`src/rtl/dcsp_pkg.sv`:
```
// package for the dual channel codec serial port
// assumes one 10 MHz system clock and an AHB-Lite register slave
`default_nettype none
package dcsp_pkg;
   // register byte offsets
   localparam logic [7:0] CTRL_OFF = 8'h00;
   localparam logic [7:0] DATA_OFF = 8'h04;
   localparam logic [7:0] STAT_OFF = 8'h08;
   // control register field positions
   localparam int RX_DONE_BIT = 1;
   localparam int TX_DONE_BIT = 2;
   localparam int RX_IE_BIT = 3;
   localparam int TX_IE_BIT = 4;
   localparam int EXT_FRAME_BIT = 5;
   localparam int LONG_SYNC_BIT = 6;
   localparam int CLK_OUT_BIT = 7;
   localparam int USER_FLAG_BIT = 10;
   localparam int SYNC_DIV_LSB = 16;
   localparam int BCLK_DIV_LSB = 24;
   localparam logic [31:0] CTRL_RESET = 32'h0000_0000;
   localparam logic [31:0] CTRL_WMASK = 32'h0fff_fff9;
   localparam int SAMPLE_BITS = 8;
   localparam logic [3:0] BIT_COUNT_LAST = 4'h8;
   localparam logic [1:0] QUARTER_LAST = 2'h3;
   typedef enum logic [1:0]
   {
      SH_IDLE = 2'b00,
      SH_RUN = 2'b01,
      SH_DONE = 2'b10
   } dcsp_shift_state_type;
endpackage : dcsp_pkg
`default_nettype wire

```
`src/rtl/dcsp_shift_if.sv`:
```
// interface joining the control core and the shift engine
// assumes both ends share clk_sys
`default_nettype none
interface dcsp_shift_if;
   logic bit_tick;
   logic start;
   logic [7:0] tx_data;
   logic rx_bit;
   logic [7:0] rx_data;
   logic busy;
   logic tx_bit;
   logic done;
   modport core (output bit_tick, output start, output tx_data, output rx_bit,
                 input rx_data, input busy, input tx_bit, input done);
   modport eng (input bit_tick, input start, input tx_data, input rx_bit,
                output rx_data, output busy, output tx_bit, output done);
endinterface : dcsp_shift_if
`default_nettype wire

```
`src/rtl/dcsp_top.sv`:
```
// dual channel codec serial port with AHB-Lite register slave
// assumes clk_sys at 10 MHz; pins are async and synchronised here
// What this block does
// - user flag pin follows control bit 10
// - quarter rate clock output from oscillator
// - two receive inputs, own receive registers
// - transmit lines shift out, else high impedance
// - internal sync pulse starts both directions
// - short or long internal sync pulse
// - sync rate is bit clock over divider plus one
// - receive sync falling edge starts receive
// - receive sync rising edge sets done flag
// - transmit sync falling edge starts transmit
// - transmit sync rising edge sets done flag
// - bit clock pin input or output
// - output bit clock divided from oscillator
// - reset floats bit clock pin
// - reset floats transmit lines
// - eight bit sample registers, port mapped
// - port one data, port zero control
//
// Local design decisions: register access over AHB-Lite and the register offsets.
`default_nettype none
module dcsp_top
(
   input wire logic clk_sys,
   input wire logic rst,
   input wire logic osc_input,
   input wire logic [31:0] haddr,
   input wire logic [1:0] htrans,
   input wire logic hwrite,
   input wire logic [2:0] hsize,
   input wire logic hsel,
   input wire logic hready,
   input wire logic [31:0] hwdata,
   output logic [31:0] hrdata,
   output logic hreadyout,
   output logic hresp,
   input wire logic rx_line_0,
   input wire logic rx_line_1,
   output logic tx_line_0_o,
   output logic tx_line_0_oe,
   output logic tx_line_1_o,
   output logic tx_line_1_oe,
   input wire logic rx_sync_in_n,
   input wire logic tx_sync_in_n,
   input wire logic sclk_i,
   output logic sclk_o,
   output logic sclk_oe,
   output logic internal_sync_pulse,
   output logic user_flag_pin,
   output logic quarter_rate_clock_out,
   output logic irq
);
   // ==========================================
   // two flop synchronisers
   function automatic logic edge_rise(input logic prev, input logic cur);
      edge_rise = cur & ~prev;
   endfunction : edge_rise

   logic [5:0] s1_r;
   logic [5:0] s2_r;
   logic [5:0] s3_r;
   // pins cross into clk_sys through two flops
   always_ff @(posedge clk_sys or posedge rst)
   begin
      if (rst)
      begin
         s1_r <= 6'h3f;
         s2_r <= 6'h3f;
         s3_r <= 6'h3f;
      end
      else
      begin
         s1_r <= {osc_input, sclk_i, tx_sync_in_n, rx_sync_in_n, rx_line_1, rx_line_0};
         s2_r <= s1_r;
         s3_r <= s2_r;
      end
   end
   logic osc_rise;
   logic sclk_in_rise;
   logic fsx_fall;
   logic fsx_rise;
   logic fsr_fall;
   logic fsr_rise;
   assign osc_rise = edge_rise(s3_r[5], s2_r[5]);
   assign sclk_in_rise = edge_rise(s3_r[4], s2_r[4]);
   assign fsx_fall = edge_rise(s2_r[3], s3_r[3]);
   assign fsx_rise = edge_rise(s3_r[3], s2_r[3]);
   assign fsr_fall = edge_rise(s2_r[2], s3_r[2]);
   assign fsr_rise = edge_rise(s3_r[2], s2_r[2]);

   // ==========================================
   // control register and bus slave
   logic [31:0] ctrl_r;
   logic [7:0] tx0_r;
   logic [7:0] tx1_r;
   logic [7:0] rx0_r;
   logic [7:0] rx1_r;
   logic wr_ph_r;
   logic [7:0] addr_ph_r;
   logic rx_set;
   logic tx_set;
   logic acc;
   logic busy0;
   logic busy1;
   logic ext_frame;
   assign acc = hsel & hready & htrans[1];
   assign ext_frame = ctrl_r[dcsp_pkg::EXT_FRAME_BIT];

   // capture address phase
   always_ff @(posedge clk_sys or posedge rst)
   begin
      if (rst)
      begin
         wr_ph_r <= 1'b0;
         addr_ph_r <= 8'h00;
      end
      else
      begin
         wr_ph_r <= acc & hwrite;
         if (acc)
            addr_ph_r <= haddr[7:0];
      end
   end

   // control writes; hardware set of done flags wins over clear
   always_ff @(posedge clk_sys or posedge rst)
   begin
      if (rst)
         ctrl_r <= dcsp_pkg::CTRL_RESET;
      else
      begin
         if (wr_ph_r && addr_ph_r == dcsp_pkg::CTRL_OFF)
            ctrl_r <= (hwdata & dcsp_pkg::CTRL_WMASK) | (ctrl_r & ~dcsp_pkg::CTRL_WMASK
                      & {29'h0, ~hwdata[2:1], 1'b1});
         if (rx_set)
            ctrl_r[dcsp_pkg::RX_DONE_BIT] <= 1'b1;
         if (tx_set)
            ctrl_r[dcsp_pkg::TX_DONE_BIT] <= 1'b1;
      end
   end

   // transmit samples, port one data register
   always_ff @(posedge clk_sys or posedge rst)
   begin
      if (rst)
      begin
         tx0_r <= 8'h00;
         tx1_r <= 8'h00;
      end
      else if (wr_ph_r && addr_ph_r == dcsp_pkg::DATA_OFF)
      begin
         tx0_r <= hwdata[7:0];
         tx1_r <= hwdata[15:8];
      end
   end

   // read mux, registered on the address phase
   always_ff @(posedge clk_sys or posedge rst)
   begin
      if (rst)
         hrdata <= 32'h0000_0000;
      else if (acc && !hwrite)
      begin
         case (haddr[7:0])
            dcsp_pkg::CTRL_OFF: hrdata <= ctrl_r;
            dcsp_pkg::DATA_OFF: hrdata <= {rx1_r, rx0_r, tx1_r, tx0_r};
            dcsp_pkg::STAT_OFF: hrdata <= {30'h0, busy1, busy0};
            default: hrdata <= 32'h0000_0000;
         endcase
      end
   end
   assign hreadyout = 1'b1;
   assign hresp = 1'b0;

   // ==========================================
   // clock dividers
   logic [1:0] quarter_r;
   logic [3:0] bdiv_r;
   logic sclk_r;
   logic sclk_out_rise;
   // quarter rate system clock from oscillator
   always_ff @(posedge clk_sys or posedge rst)
   begin
      if (rst)
         quarter_r <= 2'h0;
      else if (osc_rise)
         quarter_r <= quarter_r + 2'h1;
   end
   assign quarter_rate_clock_out = quarter_r[1];

   // bit clock out: toggles every divider+1 rising oscillator edges
   always_ff @(posedge clk_sys or posedge rst)
   begin
      if (rst)
      begin
         bdiv_r <= 4'h0;
         sclk_r <= 1'b0;
      end
      else if (osc_rise)
      begin
         if (bdiv_r >= ctrl_r[dcsp_pkg::BCLK_DIV_LSB +: 4])
         begin
            bdiv_r <= 4'h0;
            sclk_r <= ~sclk_r;
         end
         else
            bdiv_r <= bdiv_r + 4'h1;
      end
   end
   assign sclk_out_rise = osc_rise && !sclk_r && bdiv_r >= ctrl_r[dcsp_pkg::BCLK_DIV_LSB +: 4];
   assign sclk_o = sclk_r;
   assign sclk_oe = ctrl_r[dcsp_pkg::CLK_OUT_BIT] & ~rst;

   logic bit_tick;
   // pick bit clock source; input mode relies on a running clock
   assign bit_tick = ctrl_r[dcsp_pkg::CLK_OUT_BIT] ? sclk_out_rise : sclk_in_rise;

   // ==========================================
   // internal sync generator
   logic [7:0] fdiv_r;
   logic [3:0] fr_len_r;
   logic fr_r;
   logic fr_start;
   // one frame every divider+1 bit clocks
   always_ff @(posedge clk_sys or posedge rst)
   begin
      if (rst)
         fdiv_r <= 8'h00;
      else if (bit_tick && !ext_frame)
         fdiv_r <= (fdiv_r >= ctrl_r[dcsp_pkg::SYNC_DIV_LSB +: 8]) ? 8'h00 : fdiv_r + 8'h01;
   end
   assign fr_start = bit_tick && !ext_frame && fdiv_r == 8'h00;

   // short pulse one bit, long pulse eight bits
   always_ff @(posedge clk_sys or posedge rst)
   begin
      if (rst)
      begin
         fr_r <= 1'b0;
         fr_len_r <= 4'h0;
      end
      else if (fr_start)
      begin
         fr_r <= 1'b1;
         fr_len_r <= ctrl_r[dcsp_pkg::LONG_SYNC_BIT] ? dcsp_pkg::BIT_COUNT_LAST - 4'h1 : 4'h0;
      end
      else if (bit_tick && fr_r)
      begin
         if (fr_len_r == 4'h0)
            fr_r <= 1'b0;
         else
            fr_len_r <= fr_len_r - 4'h1;
      end
   end
   assign internal_sync_pulse = fr_r;

   // ==========================================
   // channel engines
   logic rx_go;
   logic tx_go;
   logic txb0;
   logic txb1;
   logic tx_act_r;
   assign rx_go = ext_frame ? fsr_fall : fr_start;
   assign tx_go = ext_frame ? fsx_fall : fr_start;
   assign rx_set = ext_frame & fsr_rise;
   assign tx_set = ext_frame & fsx_rise;

   dcsp_shift_if rxa0();
   dcsp_shift_if rxa1();
   dcsp_shift_if txa0();
   dcsp_shift_if txa1();
   assign rxa0.bit_tick = bit_tick;
   assign rxa1.bit_tick = bit_tick;
   assign txa0.bit_tick = bit_tick;
   assign txa1.bit_tick = bit_tick;
   assign rxa0.start = rx_go;
   assign rxa1.start = rx_go;
   assign txa0.start = tx_go;
   assign txa1.start = tx_go;
   assign rxa0.tx_data = 8'h00;
   assign rxa1.tx_data = 8'h00;
   assign txa0.tx_data = tx0_r;
   assign txa1.tx_data = tx1_r;
   assign rxa0.rx_bit = s3_r[0];
   assign rxa1.rx_bit = s3_r[1];
   assign txa0.rx_bit = 1'b0;
   assign txa1.rx_bit = 1'b0;
   assign busy0 = rxa0.busy | txa0.busy;
   assign busy1 = rxa1.busy | txa1.busy;
   assign txb0 = txa0.tx_bit;
   assign txb1 = txa1.tx_bit;

   dcsp_shifter u_rx0 (.clk_sys(clk_sys), .rst(rst), .sif(rxa0));
   dcsp_shifter u_rx1 (.clk_sys(clk_sys), .rst(rst), .sif(rxa1));
   dcsp_shifter u_tx0 (.clk_sys(clk_sys), .rst(rst), .sif(txa0));
   dcsp_shifter u_tx1 (.clk_sys(clk_sys), .rst(rst), .sif(txa1));

   // receive registers load when a frame completes
   always_ff @(posedge clk_sys or posedge rst)
   begin
      if (rst)
      begin
         rx0_r <= 8'h00;
         rx1_r <= 8'h00;
      end
      else
      begin
         if (rxa0.done)
            rx0_r <= rxa0.rx_data;
         if (rxa1.done)
            rx1_r <= rxa1.rx_data;
      end
   end

   // transmit enable register follows the transmit engine
   always_ff @(posedge clk_sys or posedge rst)
   begin
      if (rst)
         tx_act_r <= 1'b0;
      else
         tx_act_r <= txa0.busy;
   end
   assign tx_line_0_o = txb0;
   assign tx_line_1_o = txb1;
   assign tx_line_0_oe = tx_act_r & txa0.busy & ~rst;
   assign tx_line_1_oe = tx_act_r & txa1.busy & ~rst;

   assign user_flag_pin = ctrl_r[dcsp_pkg::USER_FLAG_BIT];
   assign irq = (ctrl_r[dcsp_pkg::RX_DONE_BIT] & ctrl_r[dcsp_pkg::RX_IE_BIT])
              | (ctrl_r[dcsp_pkg::TX_DONE_BIT] & ctrl_r[dcsp_pkg::TX_IE_BIT]);

   // ==========================================
   // checks
   a_flag_pin: assert property (@(posedge clk_sys) disable iff (rst)
      user_flag_pin == ctrl_r[dcsp_pkg::USER_FLAG_BIT])
      else $error("flag pin differs from control bit");
   a_rx_flag: assert property (@(posedge clk_sys) disable iff (rst)
      rx_set |=> ctrl_r[dcsp_pkg::RX_DONE_BIT])
      else $error("receive done flag not set");
   a_tx_flag: assert property (@(posedge clk_sys) disable iff (rst)
      tx_set |=> ctrl_r[dcsp_pkg::TX_DONE_BIT])
      else $error("transmit done flag not set");
   a_tx_float: assert property (@(posedge clk_sys) disable iff (rst)
      !txa0.busy |-> !tx_line_0_oe)
      else $error("transmit line driven while idle");
   a_rx_start: assert property (@(posedge clk_sys) disable iff (rst)
      (ext_frame && fsr_fall && !rxa0.busy) |=> rxa0.busy)
      else $error("receive did not start on sync fall");
   a_tx_start: assert property (@(posedge clk_sys) disable iff (rst)
      (ext_frame && fsx_fall && !txa0.busy) |=> txa0.busy)
      else $error("transmit did not start on sync fall");
   a_sync_start: assert property (@(posedge clk_sys) disable iff (rst)
      fr_start |=> internal_sync_pulse)
      else $error("sync pulse not raised at frame start");
   a_sclk_dir: assert property (@(posedge clk_sys) disable iff (rst)
      sclk_oe == ctrl_r[dcsp_pkg::CLK_OUT_BIT])
      else $error("bit clock direction wrong");
   c_ext_rx: cover property (@(posedge clk_sys) disable iff (rst) rxa0.done && ext_frame);
   c_int_frame: cover property (@(posedge clk_sys) disable iff (rst) fr_start);
   c_irq: cover property (@(posedge clk_sys) disable iff (rst) irq);
endmodule : dcsp_top
`default_nettype wire

```
`src/rtl/dcsp_shifter.sv`:
```
// one serial channel shift engine, msb first, eight bits
// assumes bit_tick is a one cycle pulse per bit period
`default_nettype none
module dcsp_shifter
(
   input wire logic clk_sys,
   input wire logic rst,
   dcsp_shift_if.eng sif
);
   // ==========================================
   // shift state
   dcsp_pkg::dcsp_shift_state_type state_r;
   logic [7:0] tx_sh_r;
   logic [7:0] rx_sh_r;
   logic [3:0] cnt_r;
   logic done_r;

   // load on start, shift one bit per tick
   always_ff @(posedge clk_sys or posedge rst)
   begin
      if (rst)
      begin
         state_r <= dcsp_pkg::SH_IDLE;
         tx_sh_r <= 8'h00;
         rx_sh_r <= 8'h00;
         cnt_r <= 4'h0;
         done_r <= 1'b0;
      end
      else
      begin
         done_r <= 1'b0;
         case (state_r)
            dcsp_pkg::SH_IDLE:
            begin
               if (sif.start)
               begin
                  tx_sh_r <= sif.tx_data;
                  cnt_r <= 4'h0;
                  state_r <= dcsp_pkg::SH_RUN;
               end
            end
            dcsp_pkg::SH_RUN:
            begin
               if (sif.bit_tick)
               begin
                  rx_sh_r <= {rx_sh_r[6:0], sif.rx_bit};
                  tx_sh_r <= {tx_sh_r[6:0], 1'b0};
                  cnt_r <= cnt_r + 4'h1;
                  if (cnt_r == dcsp_pkg::BIT_COUNT_LAST - 4'h1)
                     state_r <= dcsp_pkg::SH_DONE;
               end
            end
            dcsp_pkg::SH_DONE:
            begin
               done_r <= 1'b1;
               state_r <= dcsp_pkg::SH_IDLE;
            end
            default: state_r <= dcsp_pkg::SH_IDLE;
         endcase
      end
   end

   assign sif.busy = (state_r == dcsp_pkg::SH_RUN);
   assign sif.tx_bit = tx_sh_r[7]; // msb first
   assign sif.rx_data = rx_sh_r;
   assign sif.done = done_r;

   a_eight_bits: assert property (@(posedge clk_sys) disable iff (rst)
      sif.done |-> $past(cnt_r) == dcsp_pkg::BIT_COUNT_LAST)
      else $error("transfer ended without eight bits");
endmodule : dcsp_shifter
`default_nettype wire

```
`config.mk`:
```
export PLATFORM = sky130hd
export DESIGN_NAME = dcsp_top
export DESIGN_NICKNAME = d
export VERILOG_FILES = /design/src/rtl/dcsp_pkg.sv /design/src/rtl/dcsp_shift_if.sv /design/src/rtl/dcsp_top.sv /design/src/rtl/dcsp_shifter.sv
export SDC_FILE = /design/constraint.sdc
export NUM_CORES = 1
export LEC_CHECK = 0
export BUFFER_PORTS_ARGS = -buffer_cell sky130_fd_sc_hd__buf_4
export CAP_MARGIN = 20
export CORE_MARGIN = 8
export CORE_UTILIZATION = 52
export DETAILED_ROUTE_END_ITERATION = 7
export PLACE_DENSITY_LB_ADDON = 0.3
export SETUP_SLACK_MARGIN = 0.3
export SYNTH_ARGS = -nofsm -noshare
export SYNTH_HDL_FRONTEND = slang
export SYNTH_SLANG_ARGS = --single-unit
```
`constraint.sdc`:
```
create_clock -name clk_sys -period 7.3 [get_ports clk_sys]
set_clock_uncertainty 0.05 [all_clocks]
set_input_delay 1.46 -clock clk_sys [delete_from_list [all_inputs] [get_ports clk_sys]]
set_output_delay 1.46 -clock clk_sys [all_outputs]
set_load 0.1 [all_outputs]
```
==> flow_summary.rst, run 1 <==
.. list-table::
   :header-rows: 1

   * - Metric
     - Value
   * - Count of input and output buffers
     - ~90
   * - Clock tree from TritonCTS
     - yes
   * - Hold-fix buffers, CTS
     - 0
   * - Number of synthesis warnings
     - 0
   * - Cell with the most instances on the worst path
     - sky130_fd_sc_hd__buf_4
   * - Residual DRC count
     - 0
   * - Drt initial violations
     - 334
   * - Crit end category
     - output port
   * - Unrepaired setup endpoints after global routing
     - false
   * - Share of the synthesized area in the top cell type
     - 51.4%
   * - Leading cell types in the layout, fill and taps excluded
     - sky130_fd_sc_hd__dfrtp_1 (180), sky130_fd_sc_hd__mux2_2 (101), sky130_fd_sc_hd__buf_4 (96), sky130_fd_sc_hd__nand2_1 (61), sky130_fd_sc_hd__o21ai_0 (33)
   * - Post-Syn Area per Cell
     - 12.4 um2
   * - Routed wirelength normalized by instance count
     - 17.7 um
   * - Final setup fails
     - 0
   * - Kind of critical path
     - input port to output port
   * - Required time worst endpoint
     - 5.79 ns
   * - Static power due to leakage
     - between 4 and 5 nW
   * - Wire length of the first global-routing pass
     - 30800 um
   * - Number of synthesized flops with an enable pin
     - 0
   * - Instance count of the mapped netlist
     - 708
   * - Die outline width
     - around 150 um
   * - Library cell with the largest summed area after synthesis
     - sky130_fd_sc_hd__dfrtp_1
   * - Layout Cells excl Fill
     - approximately 1000
   * - Length of the first detailed-routing pass in iterations
     - 4
   * - Largest net degree at the start of global routing
     - 77
   * - Synth Flop Type
     - sky130_fd_sc_hd__dfrtp_1
   * - Number of distinct library cells after synthesis
     - 65
   * - Max-slew violation total from the final report
     - 0
   * - Number of buffers created by CTS
     - 17
   * - Final hold vios
     - 0
   * - Area of the die
     - around 21000 um2
   * - Placer's final routability congestion estimate
     - 0.807
   * - Antenna violations before repair
     - 0
   * - Relative slew slack
     - 30.0%
   * - Async set or reset register ratio after synthesis
     - 100%
   * - Effective utilization at floorplan
     - 53.0%
   * - Ranking of synthesized cells by area
     - sky130_fd_sc_hd__dfrtp_1 (51%), sky130_fd_sc_hd__mux2_2 (13%), sky130_fd_sc_hd__dfstp_2 (5.4%)
   * - Sinks on the clock net
     - 198
   * - Final total power
     - 3.28 mW
   * - Clock Tree Root
     - sky130_fd_sc_hd__clkbuf_16
   * - Status
     - completed
   * - Startpoint type of the worst setup path
     - input port
   * - Post-layout min period
     - ~3.7 ns
   * - Clock latency on the worst-skew pair
     - 0.43 ns
   * - PwrDens
     - 322 nW/um2
   * - Core ar.
     - 16500 um2
   * - Detailed placement HPWL
     - 12800 um
   * - Synthesized cell area
     - 8760 um2
   * - IO Count
     - around 120
   * - Post-route worst setup slack
     - 3.55 ns
   * - Number of vias in the routed layout
     - 5704
   * - Most common library cell in the layout ignoring fill and taps
     - sky130_fd_sc_hd__dfrtp_1
   * - Fraction of layout cells with a size suffix above 1
     - between 30% and 40%
   * - Antenna-violating nets left
     - 0
   * - Final-layout fill cell count
     - 1315
   * - DP Cell Count
     - 992
   * - Critical-path maximum fanout
     - 2
   * - Total Nets Final
     - 893
   * - Number of maximum-capacitance constraint violations
     - 0
   * - Setup TNS
     - 0 ns
   * - Floorplan die height
     - roughly 150 um
   * - Post-route fraction of the period consumed by the critical path
     - 51.3%
   * - Cell row count
     - 47
   * - Number of global-route vias before repair
     - 6166
   * - Worst Setup Slack post-DPL
     - 3.41 ns
   * - Count of buffers added by post-CTS timing repair for setup
     - 0
   * - Worst Hold Class
     - flop to flop
   * - Post-synthesis to final-layout area growth
     - 16.0%
   * - Slowest CP cell
     - sky130_fd_sc_hd__buf_4
   * - Cells resized by post-CTS repair
     - 0
   * - GRT Overall Usage
     - between 15 and 20%
   * - Maximum clock insertion buffer count
     - 2
   * - Critical path data arrival time
     - 2.24 ns
   * - Number of antenna cells inserted
     - 0
   * - Post-CTS clock slew at the launch and capture registers of the worst setup and hold paths
     - about 0.070 ns
   * - Register bit count reported by yosys
     - just under 200
   * - Post-route cell area
     - 10200 um2
   * - Total Routed Length
     - 18100 um
   * - FMAX
     - between 0.2 and 0.3 GHz
   * - Post-detailed-placement cell area
     - between 9000 and 10000 um2
   * - Worst stage delay on the critical path
     - 0.33 ns
   * - Maximum resistive drop on vdd
     - 0.311 mV
   * - Sequential fraction of the synthesis area
     - between 50% and 60%
   * - Final global-route overflow total
     - 0
   * - Routed vias/inst
     - 5.57
   * - H-tree levels
     - 4
   * - Net Count, Synth
     - 809
   * - Worst-Margin Slew
     - approximately 1.0 ns
   * - Chain of cells forming the critical path
     - buf_4 -> clkinvlp_4 -> nand2_1 -> nor2_1 -> buf_4
==> metal layers <==
metal	vias to the layer above	track usage [%]	share of wire, %
met1	2889	22.2	45
met5	-	0	0
li1	2686	-	-
met4	0	6.56	1.2
met2	106	29.3	50
met3	23	4.14	3.9
==> Yosys cell counts, types with 3 or more instances <==
master	number
sky130_fd_sc_hd__dfrtp_1	180
sky130_fd_sc_hd__mux2_2	101
sky130_fd_sc_hd__nand2_1	61
sky130_fd_sc_hd__o21ai_0	33
sky130_fd_sc_hd__inv_1	32
sky130_fd_sc_hd__mux2i_1	29
sky130_fd_sc_hd__nor2_1	25
sky130_fd_sc_hd__clkbuf_1	21
sky130_fd_sc_hd__ha_1	21
sky130_fd_sc_hd__o21ai_2	20
sky130_fd_sc_hd__a21oi_1	19
sky130_fd_sc_hd__dfstp_2	18
sky130_fd_sc_hd__nand3_1	11
sky130_fd_sc_hd__nand2b_1	9
sky130_fd_sc_hd__a211oi_1	8
sky130_fd_sc_hd__o22ai_1	8
sky130_fd_sc_hd__nor2b_1	7
sky130_fd_sc_hd__a32o_1	6
sky130_fd_sc_hd__nor3_1	6
sky130_fd_sc_hd__xor2_1	6
sky130_fd_sc_hd__buf_6	5
sky130_fd_sc_hd__o2bb2ai_1	5
sky130_fd_sc_hd__nand3b_1	4
sky130_fd_sc_hd__o31ai_1	4
sky130_fd_sc_hd__or3_1	4
sky130_fd_sc_hd__xnor2_1	4
sky130_fd_sc_hd__a21o_1	3
sky130_fd_sc_hd__nor4_1	3
sky130_fd_sc_hd__o211ai_1	3
sky130_fd_sc_hd__o21bai_1	3
sky130_fd_sc_hd__o22a_1	3
sky130_fd_sc_hd__or4_1	3
==> worst max-delay path: cells and delay by family <==
kind	cells	cell delay [ns]
buffers and inverters	3	0.54
AND/OR/NAND/NOR	2	0.24
==> state kept, by name, indices dropped and copies added (netlist names), 8 cells and up <==
signal / cells
rx1_r: 8
u_rx1.sif.rx_data: 8
rx0_r: 8
tx1_r: 8
tx0_r: 8
hrdata: 32
addr_ph_r: 8
fdiv_r: 8
u_tx0.tx_sh_r: 8
u_tx1.tx_sh_r: 8
u_rx0.sif.rx_data: 8
ctrl_r: 28
==> report_power, final <==
group	switching (mW)	leakage [nW]	total (mW)	internal, mW
clock network	0.402	0.279	0.904	0.501
registers	0.211	2.46	1.55	1.34
logic	0.460	1.98	0.824	0.363
==> through the flow <==
| step | utilization (%) | hold WS, ns |
|---|---|---|
| after floorplan | - | 0.295 |
| after global placement | 58.1 | 0.296 |
| after detailed placement | 58.1 | 0.297 |
| after CTS | 61.5 | 0.301 |
| after global routing | 61.6 | 0.305 |
| final | 61.6 | 0.297 |
==> cell type report <==
class | count | area (um2) | area share (%)
multi-input cells | 447 | 3510 | 34.5
clock buffers | 18 | 429 | 4.22
clock inverters | 13 | 133 | 1.30
repair buffers | 96 | 721 | 7.09
well taps | 220 | 275 | 2.71
inverters | 32 | 124 | 1.22
flip-flops and latches | 198 | 4980 | 48.9
==> path summary, 6_finish.rpt <==
path	slack, ns	from	cells past startpoint	endpoint
max	3.55	rst	5	tx_line_0_oe
min	0.30	s1_r[1]	0	s2_r[1]
max reg2reg	4.35	ctrl_r[27]	8	u_tx0.cnt_r[1]
min reg2reg	0.30	s1_r[1]	0	s2_r[1]
max in group asynchronous	4.36	rst	4	u_rx0.sif.rx_data[0]
min in group asynchronous	1.35	rst	3	rx1_r[0]
==> kinds of logic after synthesis <==
kind of cell | Yosys count | synth area share (%)
AOI/OAI and AO/OA | 136 | 11.1
xor gates and xnor gates | 10 | 0.999
adders and majority gates | 21 | 3.00
buffers and inverters | 63 | 3.23
DFF | 198 | 56.8
muxes | 130 | 16.3
other | 2 | 0.0857
and+or+nand+nor | 148 | 8.51
(Power assumes the default switching activity.)
==> run 2: changes to the inputs <==
- clock period: 7.3 -> 3.1 ns (I/O delays scaled with it)
==> run 2 against run 1 <==
  * Critical path type is now flop to flop
  * Worst setup slack got worse by 3.1 ns
  * Non-clock buffer count rose by 4
  * First-iteration DRC count up 18%
  * Global-route usage rose by 0.32 points
  * Hold slack lost 0.062 ns
  * Clock-buffer cell count up 2
  * Register-to-register slack got worse by 3.9 ns
  * Sequential share of layout area down 0.31 points
  * Total power is 140% higher
  * Via count rose by 0.98%
  * Critical path depth increased by 2
  * Flip-flop and latch count stayed put
==> flow_summary.rst, run 2 (synthesis results as in run 1) <==
.. list-table::
   :header-rows: 1

   * - Metric
     - Value
   * - Status
     - completed
   * - Critical path data arrival time
     - 2.92 ns (+0.68 ns)
   * - Required time worst endpoint
     - 3.38 ns (-2.41 ns)
   * - Final global-route overflow total
     - 0 (unchanged)
   * - Routed wirelength normalized by instance count
     - 18.0 um (+1.7%)
   * - Launch point of the worst path
     - ctrl_r[27]
   * - Worst-Margin Slew
     - 1.06 ns (+0.0162 ns)
   * - Unrepaired setup endpoints after global routing
     - false
   * - Total Nets Final
     - 897 (+0.45%)
   * - Number of maximum-capacitance constraint violations
     - 0 (unchanged)
   * - Post-route cell area
     - 10200 um2 (+0.63%)
   * - GRT Overall Usage
     - 18.0% (+0.32 points)
   * - Global-route track usage on met1
     - 22.3% (+0.11 points)
   * - Count of buffers added by post-CTS timing repair for setup
     - 0 (unchanged)
   * - Post-layout min period
     - 2.64 ns
   * - Kind of critical path
     - flop to flop
   * - Length of the first detailed-routing pass in iterations
     - 4 (unchanged)
   * - Number of cells on the worst reg-to-reg path
     - 7 (-1)
   * - Post-route worst setup slack
     - 0.456 ns (-3.10 ns)
   * - Post-synthesis to final-layout area growth
     - 16.8%
   * - Total Routed Length
     - 18500 um (+2.2%)
   * - Capture point of the worst reg-to-reg path
     - u_tx0.tx_sh_r[3]
   * - H-tree levels
     - 4 (unchanged)
   * - DP Cell Count
     - 997 (+0.50%)
   * - PwrDens
     - 757 nW/um2 (+130%)
   * - Clock tree from TritonCTS
     - yes
   * - Number of vias in the routed layout
     - 5760 (+0.98%)
   * - Cell row count
     - 47 (unchanged)
   * - Drt initial violations
     - 394 (+18%)
   * - Number of buffers created by CTS
     - 17 (unchanged)
   * - Number of global-route vias before repair
     - 6156 (-0.16%)
   * - Maximum resistive drop on vdd
     - 0.449 mV (+45%)
   * - Count of input and output buffers
     - 89 (unchanged)
   * - Maximum clock insertion buffer count
     - 2 (unchanged)
   * - Hold-fix buffers, CTS
     - 0 (unchanged)
   * - Relative slew slack
     - 29.1% (-0.91 points)
   * - Number of antenna cells inserted
     - 0 (unchanged)
   * - Most common library cell in the layout ignoring fill and taps
     - sky130_fd_sc_hd__dfrtp_1
   * - Worst Hold Path EP
     - s1_r[3]
   * - Met2 track demand over resource
     - 30.1% (+0.81 points)
   * - Detailed placement HPWL
     - 12700 um (-0.36%)
   * - Critical-path maximum fanout
     - 9 (+7)
   * - Antenna violations before repair
     - 0 (unchanged)
   * - Final-layout fill cell count
     - 1287 (-2.1%)
   * - Register bank with the most flops
     - hrdata
   * - Cells resized by post-CTS repair
     - 0 (unchanged)
   * - Minimum hold slack
     - 0.235 ns (-0.0623 ns)
   * - Clock Tree Root
     - sky130_fd_sc_hd__clkbuf_16
   * - Final hold vios
     - 0 (unchanged)
   * - IO Count
     - 124 (unchanged)
   * - Post-CTS clock slew at the launch and capture registers of the worst setup and hold paths
     - 0.07 ns (about the same)
   * - Registers with the most flip-flops
     - hrdata: 32 flops, ctrl_r: 28 flops
   * - Origin of the critical flop-to-flop path
     - ctrl_r[27]
   * - Busiest layer in global routing
     - met2
   * - FMAX
     - ~0.38 GHz
   * - Startpoint type of the worst setup path
     - flop
   * - Routed vias/inst
     - 5.60 (+0.49%)
   * - Sinks on the clock net
     - 198 (unchanged)
   * - Worst Setup Slack post-DPL
     - 0.417 ns (-2.99 ns)
   * - Post-route fraction of the period consumed by the critical path
     - 85.3%
   * - Leading cell types in the layout, fill and taps excluded
     - sky130_fd_sc_hd__dfrtp_1 (180), sky130_fd_sc_hd__mux2_2 (101), sky130_fd_sc_hd__buf_4 (99), sky130_fd_sc_hd__nand2_1 (61), sky130_fd_sc_hd__o21ai_0 (32)
   * - Area of the die
     - 21300 um2 (unchanged)
   * - Fraction of layout cells with a size suffix above 1
     - 35.7% (+0.77 points)
   * - Max-slew violation total from the final report
     - 0 (unchanged)
   * - Finished Core Util
     - 61.9% (+0.39 points)
   * - Placer's final routability congestion estimate
     - 0.829 (+2.7%)
   * - Hold Crit Start
     - tx_sync_in_n
   * - Effective utilization at floorplan
     - 53.0% (unchanged)
   * - Post-detailed-placement cell area
     - 9660 um2 (+0.57%)
   * - Final setup fails
     - 0 (unchanged)
   * - Crit end category
     - flop
   * - Layout Cells excl Fill
     - 1029 (+0.49%)
   * - Clock latency on the worst-skew pair
     - 0.44 ns (about the same)
   * - Met3 Track Usage GR
     - 4.35% (+0.22 points)
   * - Wire length of the first global-routing pass
     - 31100 um (+0.96%)
   * - Worst Hold Class
     - input port to flop
   * - Core ar.
     - 16500 um2 (unchanged)
   * - Static power due to leakage
     - 4.73 nW (+0.27%)
   * - Floorplan die height
     - 146 um (unchanged)
   * - Max reg flops
     - 32 (unchanged)
   * - Largest net degree at the start of global routing
     - 199 (+160%)
   * - Hold-critical path depth
     - 1 (+1)
   * - Residual DRC count
     - 0 (unchanged)
   * - Antenna-violating nets left
     - 0 (unchanged)
   * - Die outline width
     - 146 um (unchanged)
   * - Register-to-Register Setup Slack
     - 0.46 ns (-3.89 ns)
## run 2: routing by layer
layer / up-vias / wire length, um
met2: 115 / 9190
met3: 28 / 686
met5: - / 0
met4: 0 / 319
li1: 2686 / -
met1: 2931 / 8300
## run 2: power breakdown
part,switching [mW],internal (mW)
logic,1.09,0.860
registers,0.498,3.16
clock network,0.994,1.14
## run 2: worst max-delay path by stage
stage                                       to  slack (ns)  cells past startpoint
after floorplan                   tx_line_0_oe       -1.78                      3
after global placement    u_rx0.sif.rx_data[1]        0.47                      6
after detailed placement  u_rx0.sif.rx_data[0]        0.42                      6
after CTS                     u_tx1.state_r[0]        0.36                      7
after global routing          u_tx0.tx_sh_r[3]        0.31                      7
final                         u_tx0.tx_sh_r[3]        0.46                      7
## run 2: final cells by class
cell class / instances / area [um2] / area share (%)
clock inverters: 12 / 123 / 1.20
repair buffers: 100 / 763 / 7.46
clock buffers: 20 / 447 / 4.36
inverters: 32 / 124 / 1.21
well taps: 220 / 275 / 2.69
multi-input cells: 447 / 3530 / 34.4
flip-flops and latches: 198 / 4980 / 48.6
## run 2: per-stage QoR
stage | setup TNS, ns | total power, mW
floorplan | -26.02 | 5.12
global placement | 0 | 5.49
detailed placement | 0 | 5.64
CTS | 0 | 7.80
global route | 0 | 8.18
finish | 0 | 7.75
## run 2: worst max-delay path, stage by stage, from the launching register on
cell                       delay (ns)
sky130_fd_sc_hd__dfrtp_1         0.35
sky130_fd_sc_hd__inv_1           0.07
sky130_fd_sc_hd__ha_1            0.30
sky130_fd_sc_hd__o211ai_1        0.18
sky130_fd_sc_hd__a211oi_4        0.48
sky130_fd_sc_hd__o22ai_1         0.24
sky130_fd_sc_hd__a21oi_2         0.46
sky130_fd_sc_hd__mux2_2          0.39
